### src/cpucs_map.vh
/*
 * Constants for the CPU state and vector block: vector addresses, flag
 * positions, reset values, stack bounds and micro-operation codes.
 * Assumes it is included by bare name from the design files.
 */
`ifndef CPUCS_MAP_VH
`define CPUCS_MAP_VH

// ----------------------------------------------------------------------
// Vector and table addresses
// ----------------------------------------------------------------------
`define CPUCS_RESET_VEC_LO 16'hFFFE
`define CPUCS_VEC_PAGE_HI 8'hFF
`define CPUCS_RESET_PC_HI 8'hFF
`define CPUCS_RESET_PC_LO 8'hFE
`define CPUCS_TABLE_BASE 16'hFFC0
`define CPUCS_TABLE_TOP_IDX 4'hF
`define CPUCS_PAGE_CALL_HI 8'hFF
`define CPUCS_BANK_REG_ADDR 8'hF3

// ----------------------------------------------------------------------
// Interrupt vector low bytes, indexed by source number, then the trap vector
// ----------------------------------------------------------------------
`define CPUCS_VEC_WATCH 8'hE8
`define CPUCS_VEC_SERIAL 8'hEA
`define CPUCS_VEC_CONV 8'hEC
`define CPUCS_VEC_CARRIER 8'hEE
`define CPUCS_VEC_EXT2 8'hF0
`define CPUCS_VEC_TIMER1 8'hF2
`define CPUCS_VEC_TIMER0 8'hF4
`define CPUCS_VEC_EXT1 8'hF6
`define CPUCS_VEC_EXT0 8'hF8
`define CPUCS_VEC_INTERVAL 8'hFA
`define CPUCS_VEC_KEYSCAN 8'hFC
`define CPUCS_VEC_TRAP 8'hE0

// ----------------------------------------------------------------------
// Flag word bit positions
// ----------------------------------------------------------------------
`define CPUCS_F_C 0
`define CPUCS_F_Z 1
`define CPUCS_F_I 2
`define CPUCS_F_H 3
`define CPUCS_F_B 4
`define CPUCS_F_G 5
`define CPUCS_F_V 6
`define CPUCS_F_N 7
`define CPUCS_FLAG_RESET 8'h00

// ----------------------------------------------------------------------
// Stack and memory sizes
// ----------------------------------------------------------------------
`define CPUCS_STACK_TOP 8'hBF
`define CPUCS_PROG_MASK 16'h1FFF

// ----------------------------------------------------------------------
// Operation codes on op_i
// ----------------------------------------------------------------------
`define CPUCS_OP_NONE 5'h00
`define CPUCS_OP_ALU 5'h01
`define CPUCS_OP_MOVE 5'h02
`define CPUCS_OP_SHIFT 5'h03
`define CPUCS_OP_BITTEST 5'h04
`define CPUCS_OP_UNMASK 5'h05
`define CPUCS_OP_MASK 5'h06
`define CPUCS_OP_PAGE_ON 5'h07
`define CPUCS_OP_PAGE_OFF 5'h08
`define CPUCS_OP_OVF_RESET 5'h09
`define CPUCS_OP_LOAD_SP 5'h0A
`define CPUCS_OP_CALL 5'h0B
`define CPUCS_OP_TABLE_CALL 5'h0C
`define CPUCS_OP_PAGE_CALL 5'h0D
`define CPUCS_OP_TRAP 5'h0E
`define CPUCS_OP_SUB_EXIT 5'h0F
`define CPUCS_OP_IRQ_EXIT 5'h10
`define CPUCS_OP_JUMP 5'h11
`define CPUCS_OP_IDX_X 5'h12
`define CPUCS_OP_IDX_Y 5'h13
`define CPUCS_OP_LOAD_A 5'h14
`define CPUCS_OP_LOAD_X 5'h15
`define CPUCS_OP_LOAD_Y 5'h16
`define CPUCS_OP_LOAD_YA 5'h17
`define CPUCS_OP_PROG_WRITE 5'h18
`define CPUCS_OP_ADVANCE 5'h19

// Index register sub-functions on idx_fn_i.
`define CPUCS_IDX_INC 2'h0
`define CPUCS_IDX_DEC 2'h1
`define CPUCS_IDX_CMP 2'h2
`define CPUCS_IDX_XFER 2'h3

`endif

### src/cpucs_flags.v
/*
 * Flag word next-value logic for the CPU state block.
 * Assumes the ALU presents its result, carry, half carry and signed
 * overflow in the same cycle as the operation code.
 */
`timescale 1ns/1ps
`include "cpucs_map.vh"

module cpucs_flags (
    input wire [4:0] op_i,
    input wire [7:0] flags_i,
    input wire [7:0] result_i,
    input wire carry_i,
    input wire half_i,
    input wire ovf_i,
    input wire [7:0] mem_byte_i,
    output reg [7:0] next_flags_o
);

    // ------------------------------------------------------------------
    // Flag update
    // ------------------------------------------------------------------
    // Half carry only ever set from the ALU, overflow from the ALU or bit test;
    // clearing them is reserved for overflow reset, except that bit test copies bit 6 to overflow.
    always @* begin
        next_flags_o = flags_i;
        case (op_i)
            `CPUCS_OP_ALU: begin
                next_flags_o[`CPUCS_F_C] = carry_i;
                next_flags_o[`CPUCS_F_Z] = (result_i == 8'h00);
                if (half_i) begin
                    next_flags_o[`CPUCS_F_H] = 1'b1;
                end
                if (ovf_i) begin
                    next_flags_o[`CPUCS_F_V] = 1'b1;
                end
                next_flags_o[`CPUCS_F_N] = result_i[7];
            end
            `CPUCS_OP_MOVE: begin
                next_flags_o[`CPUCS_F_Z] = (result_i == 8'h00);
                next_flags_o[`CPUCS_F_N] = result_i[7];
            end
            `CPUCS_OP_SHIFT: begin
                next_flags_o[`CPUCS_F_C] = carry_i;
                next_flags_o[`CPUCS_F_Z] = (result_i == 8'h00);
                next_flags_o[`CPUCS_F_N] = result_i[7];
            end
            `CPUCS_OP_BITTEST: begin
                next_flags_o[`CPUCS_F_V] = mem_byte_i[6];
                next_flags_o[`CPUCS_F_N] = mem_byte_i[7];
            end
            `CPUCS_OP_UNMASK: next_flags_o[`CPUCS_F_I] = 1'b1;
            `CPUCS_OP_MASK: next_flags_o[`CPUCS_F_I] = 1'b0;
            `CPUCS_OP_PAGE_ON: next_flags_o[`CPUCS_F_G] = 1'b1;
            `CPUCS_OP_PAGE_OFF: next_flags_o[`CPUCS_F_G] = 1'b0;
            `CPUCS_OP_OVF_RESET: begin
                next_flags_o[`CPUCS_F_H] = 1'b0;
                next_flags_o[`CPUCS_F_V] = 1'b0;
            end
            default: next_flags_o = flags_i;
        endcase
    end

endmodule // cpucs_flags

### src/cpucs_core.v
/*
 * Architectural state of the 8-bit CPU: working, index, stack and
 * program counter registers, flag word, vector fetch and stack
 * save/restore sequencing.
 * Assumes the instruction sequencer issues one operation at a time on
 * op_i while busy_o is low, and that memory answers reads next cycle.
 */
// Functional notes
// - Program counter held at FFFE during reset.
// - After reset, load start address from FFFE/FFFF and run there.
// - Working register pairs with second index register as 16 bits.
// - Indexed address is index plus address; index inc, dec, compare, move.
// - Stack pointer not reset; software loads it before first call.
// - Stack addresses confined to 00 through BF, BF customary start.
// - Calls and accepted interrupts update the stack pointer automatically.
// - Decrement after each save, increment before each restore.
// - Subroutine exit restores counter; interrupt exit adds flag word.
// - Carry loaded from arithmetic, shift and rotate.
// - Zero flag set on zero result, cleared otherwise.
// - Interrupt enable gates interrupts; cleared on entry; set/clear ops.
// - Page flag clear gives page zero, set gives bank register page.
// - Half carry set from bit 3; cleared only by overflow reset op.
// - Overflow set on signed overflow; cleared by its op or by bit test.
// - Bit test copies memory bit 6 to overflow, bit 7 to negative.
// - Negative flag follows result bit 7.
// - Software trap sets break flag.
// - Program address wraps from FFFF to 0000.
// - Program memory is read-only, 8K implemented, writes ignored.
// - Table call fetches target from FFC0 for 15, descending.
// - Two-byte page call reaches the fixed page-call area.
// - Interrupt vectors at fixed top-page offsets E8 through FC.
// - External interrupt 0 vector taken from the table at F8.
// - Unused vector locations behave as ordinary program memory.
`timescale 1ns/1ps
`include "cpucs_map.vh"

module cpucs_core (
    input wire core_clk_i,
    input wire resetn_i,
    input wire [4:0] op_i,
    input wire [15:0] operand_i,
    input wire [1:0] idx_fn_i,
    input wire [7:0] result_i,
    input wire carry_i,
    input wire half_i,
    input wire ovf_i,
    input wire irq_req_i,
    input wire [3:0] irq_src_i,
    input wire [7:0] mem_rdata_i,
    input wire [7:0] ram_bank_reg_i,
    output reg [15:0] program_counter_o,
    output reg [15:0] wide_pair_reg_o,
    output reg [7:0] index_x_o,
    output reg [7:0] stack_ptr_o,
    output reg [7:0] cpu_flag_word_o,
    output reg [15:0] eff_addr_o,
    output reg [15:0] dp_addr_o,
    output reg [15:0] mem_addr_o,
    output reg [7:0] mem_wdata_o,
    output reg mem_we_o,
    output reg mem_re_o,
    output reg idx_equal_o,
    output reg irq_taken_o,
    output reg busy_o
);

    // ------------------------------------------------------------------
    // Sequencer states, one-hot
    // ------------------------------------------------------------------
    localparam [7:0] ST_IDLE = 8'b0000_0001;
    localparam [7:0] ST_PUSH_HI = 8'b0000_0010;
    localparam [7:0] ST_PUSH_LO = 8'b0000_0100;
    localparam [7:0] ST_PUSH_FL = 8'b0000_1000;
    localparam [7:0] ST_VEC_LO = 8'b0001_0000;
    localparam [7:0] ST_VEC_HI = 8'b0010_0000;
    localparam [7:0] ST_POP = 8'b0100_0000;
    localparam [7:0] ST_POP_DONE = 8'b1000_0000;

    reg [7:0] state;
    reg [15:0] vec_addr;
    reg [15:0] call_target;
    reg push_flags;
    reg [1:0] pops_left;
    reg pop_flags;
    wire [7:0] next_flags;

    // stack area bound
    // Stack addresses stay inside the low data page below the registers.
    function [15:0] stack_addr;
        input [7:0] sp;
        begin
            stack_addr = {8'h00, (sp > `CPUCS_STACK_TOP) ? `CPUCS_STACK_TOP : sp};
        end
    endfunction

    // Interrupt vector low byte for a source number.
    function [7:0] irq_vec;
        input [3:0] src;
        begin
            case (src)
                4'h0: irq_vec = `CPUCS_VEC_WATCH;
                4'h1: irq_vec = `CPUCS_VEC_SERIAL;
                4'h2: irq_vec = `CPUCS_VEC_CONV;
                4'h3: irq_vec = `CPUCS_VEC_CARRIER;
                4'h4: irq_vec = `CPUCS_VEC_EXT2;
                4'h5: irq_vec = `CPUCS_VEC_TIMER1;
                4'h6: irq_vec = `CPUCS_VEC_TIMER0;
                4'h7: irq_vec = `CPUCS_VEC_EXT1;
                4'h8: irq_vec = `CPUCS_VEC_EXT0;
                4'h9: irq_vec = `CPUCS_VEC_INTERVAL;
                4'hA: irq_vec = `CPUCS_VEC_KEYSCAN;
                default: irq_vec = `CPUCS_VEC_WATCH;
            endcase
        end
    endfunction

    // ------------------------------------------------------------------
    // Flag logic
    // ------------------------------------------------------------------
    cpucs_flags u_flags (
        .op_i(op_i),
        .flags_i(cpu_flag_word_o),
        .result_i(result_i),
        .carry_i(carry_i),
        .half_i(half_i),
        .ovf_i(ovf_i),
        .mem_byte_i(mem_rdata_i),
        .next_flags_o(next_flags)
    );

    // ------------------------------------------------------------------
    // Main sequencer
    // ------------------------------------------------------------------
    // Stack pointer is left out of the reset branch on purpose: its value
    // after reset is whatever it held, and firmware must load it.
    always @(posedge core_clk_i) begin
        if (!resetn_i) begin
            program_counter_o <= {`CPUCS_RESET_PC_HI, `CPUCS_RESET_PC_LO};
            wide_pair_reg_o <= 16'h0000;
            index_x_o <= 8'h00;
            cpu_flag_word_o <= `CPUCS_FLAG_RESET;
            eff_addr_o <= 16'h0000;
            dp_addr_o <= 16'h0000;
            state <= ST_VEC_LO;
            vec_addr <= `CPUCS_RESET_VEC_LO;
            mem_addr_o <= `CPUCS_RESET_VEC_LO;
            mem_wdata_o <= 8'h00;
            mem_we_o <= 1'b0;
            mem_re_o <= 1'b1;
            idx_equal_o <= 1'b0;
            irq_taken_o <= 1'b0;
            busy_o <= 1'b1;
            call_target <= 16'h0000;
            push_flags <= 1'b0;
            pops_left <= 2'd0;
            pop_flags <= 1'b0;
        end else begin
            mem_we_o <= 1'b0;
            mem_re_o <= 1'b0;
            irq_taken_o <= 1'b0;
            case (state)
                ST_IDLE: begin
                    cpu_flag_word_o <= next_flags;
                    dp_addr_o <= cpu_flag_word_o[`CPUCS_F_G] ?
                        {ram_bank_reg_i, operand_i[7:0]} : {8'h00, operand_i[7:0]};
                    if (irq_req_i && cpu_flag_word_o[`CPUCS_F_I]) begin
                        irq_taken_o <= 1'b1;
                        cpu_flag_word_o[`CPUCS_F_I] <= 1'b0;
                        vec_addr <= {`CPUCS_VEC_PAGE_HI, irq_vec(irq_src_i)};
                        push_flags <= 1'b1;
                        state <= ST_PUSH_HI;
                        busy_o <= 1'b1;
                    end else begin
                        case (op_i)
                            `CPUCS_OP_LOAD_A: wide_pair_reg_o[7:0] <= result_i;
                            `CPUCS_OP_LOAD_Y: wide_pair_reg_o[15:8] <= result_i;
                            `CPUCS_OP_LOAD_YA: wide_pair_reg_o <= operand_i;
                            `CPUCS_OP_LOAD_X: index_x_o <= result_i;
                            `CPUCS_OP_IDX_X: begin
                                eff_addr_o <= operand_i + {8'h00, index_x_o};
                                case (idx_fn_i)
                                    `CPUCS_IDX_INC: index_x_o <= index_x_o + 8'h01;
                                    `CPUCS_IDX_DEC: index_x_o <= index_x_o - 8'h01;
                                    `CPUCS_IDX_CMP: idx_equal_o <= (index_x_o == operand_i[7:0]);
                                    default: index_x_o <= wide_pair_reg_o[7:0];
                                endcase
                            end
                            `CPUCS_OP_IDX_Y: begin
                                eff_addr_o <= operand_i + {8'h00, wide_pair_reg_o[15:8]};
                                case (idx_fn_i)
                                    `CPUCS_IDX_INC: wide_pair_reg_o[15:8] <= wide_pair_reg_o[15:8] + 8'h01;
                                    `CPUCS_IDX_DEC: wide_pair_reg_o[15:8] <= wide_pair_reg_o[15:8] - 8'h01;
                                    `CPUCS_IDX_CMP: idx_equal_o <= (wide_pair_reg_o[15:8] == operand_i[7:0]);
                                    default: wide_pair_reg_o[15:8] <= wide_pair_reg_o[7:0];
                                endcase
                            end
                            `CPUCS_OP_ADVANCE: program_counter_o <= program_counter_o + 16'h0001;
                            `CPUCS_OP_JUMP: program_counter_o <= operand_i;
                            `CPUCS_OP_CALL: begin
                                call_target <= operand_i;
                                push_flags <= 1'b0;
                                state <= ST_PUSH_HI;
                                busy_o <= 1'b1;
                            end
                            `CPUCS_OP_PAGE_CALL: begin
                                call_target <= {`CPUCS_PAGE_CALL_HI, operand_i[7:0]};
                                push_flags <= 1'b0;
                                state <= ST_PUSH_HI;
                                busy_o <= 1'b1;
                            end
                            `CPUCS_OP_TABLE_CALL: begin
                                vec_addr <= `CPUCS_TABLE_BASE +
                                    {11'h000, (`CPUCS_TABLE_TOP_IDX - operand_i[3:0]), 1'b0};
                                push_flags <= 1'b0;
                                state <= ST_PUSH_HI;
                                busy_o <= 1'b1;
                            end
                            `CPUCS_OP_TRAP: begin
                                cpu_flag_word_o[`CPUCS_F_B] <= 1'b1;
                                vec_addr <= {`CPUCS_VEC_PAGE_HI, `CPUCS_VEC_TRAP};
                                push_flags <= 1'b1;
                                state <= ST_PUSH_HI;
                                busy_o <= 1'b1;
                            end
                            `CPUCS_OP_SUB_EXIT: begin
                                pops_left <= 2'd2;
                                pop_flags <= 1'b0;
                                state <= ST_POP;
                                busy_o <= 1'b1;
                            end
                            `CPUCS_OP_IRQ_EXIT: begin
                                pops_left <= 2'd3;
                                pop_flags <= 1'b1;
                                state <= ST_POP;
                                busy_o <= 1'b1;
                            end
                            `CPUCS_OP_LOAD_SP: stack_ptr_o <= operand_i[7:0];
                            `CPUCS_OP_PROG_WRITE: mem_we_o <= 1'b0;
                            default: busy_o <= 1'b0;
                        endcase
                    end
                end
                ST_PUSH_HI: begin
                    mem_addr_o <= stack_addr(stack_ptr_o);
                    mem_wdata_o <= program_counter_o[15:8];
                    mem_we_o <= 1'b1;
                    stack_ptr_o <= stack_ptr_o - 8'h01;
                    state <= ST_PUSH_LO;
                end
                ST_PUSH_LO: begin
                    mem_addr_o <= stack_addr(stack_ptr_o);
                    mem_wdata_o <= program_counter_o[7:0];
                    mem_we_o <= 1'b1;
                    stack_ptr_o <= stack_ptr_o - 8'h01;
                    // The op code stands only on the edge it is taken, so a
                    // table call is told apart by its pending vector address.
                    state <= push_flags ? ST_PUSH_FL :
                        ((vec_addr != 16'h0000) ? ST_VEC_LO : ST_POP_DONE);
                    if (!push_flags && vec_addr == 16'h0000) begin
                        program_counter_o <= call_target;
                    end
                end
                ST_PUSH_FL: begin
                    mem_addr_o <= stack_addr(stack_ptr_o);
                    mem_wdata_o <= cpu_flag_word_o;
                    mem_we_o <= 1'b1;
                    stack_ptr_o <= stack_ptr_o - 8'h01;
                    state <= ST_VEC_LO;
                end
                ST_VEC_LO: begin
                    mem_addr_o <= vec_addr;
                    mem_re_o <= 1'b1;
                    state <= ST_VEC_HI;
                end
                ST_VEC_HI: begin
                    program_counter_o[7:0] <= mem_rdata_i;
                    mem_addr_o <= vec_addr + 16'h0001;
                    mem_re_o <= 1'b1;
                    state <= ST_POP_DONE;
                    pops_left <= 2'd1;
                end
                ST_POP: begin
                    stack_ptr_o <= stack_ptr_o + 8'h01;
                    mem_addr_o <= stack_addr(stack_ptr_o + 8'h01);
                    mem_re_o <= 1'b1;
                    state <= ST_POP_DONE;
                end
                ST_POP_DONE: begin
                    if (pops_left == 2'd1 && mem_re_o) begin
                        program_counter_o[15:8] <= mem_rdata_i;
                    end else if (pops_left == 2'd3 && pop_flags) begin
                        cpu_flag_word_o <= mem_rdata_i;
                    end else if (pops_left == 2'd2) begin
                        program_counter_o[7:0] <= mem_rdata_i;
                    end
                    if (pops_left > 2'd1) begin
                        pops_left <= pops_left - 2'd1;
                        state <= ST_POP;
                    end else begin
                        pops_left <= 2'd0;
                        vec_addr <= 16'h0000;
                        state <= ST_IDLE;
                        busy_o <= 1'b0;
                    end
                end
                default: state <= ST_IDLE;
            endcase
        end
    end

endmodule // cpucs_core

### config.mk
export PLATFORM = sky130hd
export DESIGN_NAME = cpucs_core
export DESIGN_NICKNAME = d
export VERILOG_FILES = /design/src/cpucs_flags.v /design/src/cpucs_core.v
export VERILOG_INCLUDE_DIRS = /design/src
export SDC_FILE = /design/constraint.sdc
export NUM_CORES = 1
export LEC_CHECK = 0
export BUFFER_PORTS_ARGS = -buffer_cell sky130_fd_sc_hd__buf_2
export CAP_MARGIN = 20
export CORE_MARGIN = 2
export CORE_UTILIZATION = 32
export CTS_CLUSTER_DIAMETER = 120
export DETAILED_ROUTE_END_ITERATION = 8
export PLACE_DENSITY = 0.57
export REMOVE_ABC_BUFFERS = 1
export SKIP_LAST_GASP = 1
export SLEW_MARGIN = 20
export SYNTH_ARGS = -nofsm -noshare
export SYNTH_HDL_FRONTEND = slang
export SYNTH_SLANG_ARGS = --single-unit
### constraint.sdc
create_clock -name core_clk_i -period 5 [get_ports core_clk_i]
set_input_delay 0.5 -clock core_clk_i [delete_from_list [all_inputs] [get_ports core_clk_i]]
set_output_delay 0.5 -clock core_clk_i [all_outputs]
set_load 0.02 [all_outputs]
==> results.yml <==
setup_path:
  cp_slowest_cell: "nor3b_1"
  reg2reg_depth: 6
  crit_path_end_kind: "register"
  cp_max_fo: 38
  max_stage_delay_ps: 660
  cp.required_ps: 5280
  cp-start-kind: "input pin"
  path_class: "in2reg"
  cp_common_cell: "nand2_1"
  r2r_end: "program_counter_o[11]"
  rrSetupSlack_ps: 2050
  path_depth: 12
  cpLargestDelayFamily: "simple AND/OR/NAND/NOR gates"
  crit_end: "eff_addr_o[14]"
  path_buf_inv: 1
  crit_start: "op_i[2]"
  rr_startpoint: "state[1]"
  cp_cell_sequence: "buf_2, nor3b_1, nand3_1, nand2_1, nand2_1, ha_1, nand2_1, o21ai_0, nand2_1, a2111oi_0, xnor2_1, a21oi_1"
  arrival_ps: 3970
synthesis:
  syn_area_sq_mm: 0.00893
  yosys.area.top_type_share: 0.305
  synthFlopType: "dfxtp_1"
  yosysSeqAreaShare: 0.332
  syn_avg_cell_area_sq_um: 7.54
  synth_cell_types: 76
  synth_area_leaders: "dfxtp_1, a21oi_1, nand2_1, nor2_1, o21ai_0"
  ys_seq_elements: 144
  async_flop_share: 0
  yosysTopAreaCell: "dfxtp_1"
  ys_warn_count: 0
  netlist_instances: 1185
  synth_edf_count: 8
cts:
  post_cts_buffers: 0
  cts_root_buffer: "clkbuf_16"
  htree_levels: 4
  clk_latency_ps: 430
  hold_buffers: 0
  cts_buffer_depth: 2
  cts-resized-gates: 0
  cts_tree: "done"
  path_clk_slew_ps: 60
  numCtsBuffers: 17
  clock_sinks: 144
floorplan:
  dieArea_sq_mm: 0.0293
  core_area_sq_mm: 0.0276
  die_y_microns: 171
  die_w_microns: 171
  placementRows: 61
  start_util: 0.323
  io_pins: 174
drt:
  vias: 9406
  drc: 0
  vias_per_cell: 5.60
  drtIter0Drc: 898
  final_antenna_net_count: 0
  dr.pass1.iters: 5
  wire_per_inst_microns: 19.7
  drt-total-wl_mm: 33.2
sta:
  setup_viol: 0
  fmax_mhz: 271
  tightest_slew_ps: 1060
  skew_ps: 16.4
  period_needed_ps: 3690
  hold_viol: 0
  max_slew_margin: 0.296
  period_share: 0.738
  setup_slack_ps: 1310
  tns_ps: 0
  rsz0062_at_grt: "false"
  slew_violations: 0
finish:
  layout.nets: 1361
  mostFrequentLayoutCell: "buf_2"
  final_area_sq_mm: 0.0105
  synthToLayoutAreaGrowth_pct: 17.5
  final_cell_mix: "buf_2, nand2_1, dfxtp_1"
  drive_above_1_share: 0.182
global_routing:
  antenna_found_initial: 2
  track_usage: 0.224
  grt_start_max_net_pins: 50
  grt_pass1_wl_mm: 50.1
  gr-total-overflow: 0
  grt_pass1_vias: 8553
pwr:
  powerDensity_mw_per_mm2: 285
  comb_power_share: 0.150
  peakVddDrop_uv: 201
  swShare: 0.284
  pwr-share-seq: 0.410
  p_leak_nw: 4.31
  p_sw_mw: 0.850
  clock_power_share: 0.440
  internal-power_mw: 2.14
placed_design:
  io_buffers: 173
  hpwl_mm: 23.3
  dp_slack_ps: 992
  place_congestion: 0.874
  post_dp_cell_area_sq_mm: 0.00990
run:
  max_cap_violations: 0
status:
  status: "completed"
min_path:
  hold_class: "in2reg"
-- Yosys cell counts, drive strengths merged (5+ instances only) --
cell type    n
a211o       10
a211oi      33
a21o         5
a21oi      115
a221o       13
a221oi      12
a22oi       10
a31oi       11
and3        25
and4b        5
buf         26
clkbuf      73
dfxtp      136
edfxtp       8
ha          15
inv         27
mux2i       19
nand2      147
nand2b       7
nand3       62
nand4        9
nor2       130
nor2b       14
nor3        32
nor3b        9
nor4        17
nor4b        5
o211ai      10
o21ai       68
o22ai        8
o31ai        6
or2          5
or3          6
xnor2       36
xor2        17
-- kinds of logic after synthesis --
kind of cell / Yosys count / share of synthesized area
buffers and inverters: 126 / 0.0615
AOI/OAI and AO/OA: 329 / 0.237
adders and majority gates: 16 / 0.0232
xor gates and xnor gates: 53 / 0.0520
and+or+nand+nor: 496 / 0.271
muxes: 21 / 0.0238
DFF: 144 / 0.332
-- metal layers --
layer  part of all wire  track usage  wire length, microns
met5            0.00021            0                     7
met4              0.022       0.0696                   724
met3              0.065       0.0458                  2140
met2               0.45        0.350                 14900
met1               0.46        0.310                 15400
-- cell type report --
class                           count  area (sq um)
Tap cell                          378           473
Sequential cell                   144          2960
Multi-Input combinational cell    915          5420
Clock inverter                     11           141
Antenna cell                        1          2.50
Timing Repair Buffer              183           941
Fill cell                        3001         17100
Inverter                           27           101
Clock buffer                       20           447
-- metrics by stage --
step | utilization | cells | hold WS, ps | power (mW)
after floorplan | - | 1086 | 432 | 1.51
after detailed placement | 0.358 | 1647 | 441 | 1.69
final | 0.380 | 1679 | 346 | 2.99
after global routing | 0.380 | 1679 | 342 | 3.11
after global placement | 0.358 | 1647 | 437 | 1.69
after CTS | 0.380 | 1678 | 331 | 3.01
-- worst register-to-register path, cell delays in order, from the launching register on --
cell and delay, ps:
dfxtp_1 430, nor4_1 530, and3_1 700, a41oi_1 270
or3_1 490, a221oi_1 300, a21oi_1 110
-- state kept, by name, summed over array words and instances (netlist names), 9 cells and up --
register and cells:
eff_addr_o 16, wide_pair_reg_o 16, dp_addr_o 16, mem_addr_o 9, call_target 16, program_counter_o 16
-- power groups by stage --
stage / Combinational, mW / Sequential [mW] / Clock (mW)
after global routing: 0.488 / 1.23 / 1.39
after detailed placement: 0.443 / 1.25 / 0
final: 0.448 / 1.23 / 1.32
after CTS: 0.445 / 1.23 / 1.34
after global placement: 0.441 / 1.25 / 0
after floorplan: 0.229 / 1.28 / 0
-- how the worst min path moves through the flow --
stage	cells past startpoint	slack [ps]	to	from
after detailed placement	2	440	dp_addr_o[7]	dp_addr_o[7]
after CTS	3	330	dp_addr_o[12]	ram_bank_reg_i[4]
after global routing	3	340	dp_addr_o[15]	ram_bank_reg_i[7]
final	3	350	dp_addr_o[10]	ram_bank_reg_i[2]
after floorplan	2	430	pop_flags	pop_flags
after global placement	2	440	dp_addr_o[10]	dp_addr_o[10]
Note: power is estimated with default switching activity, not from simulation.
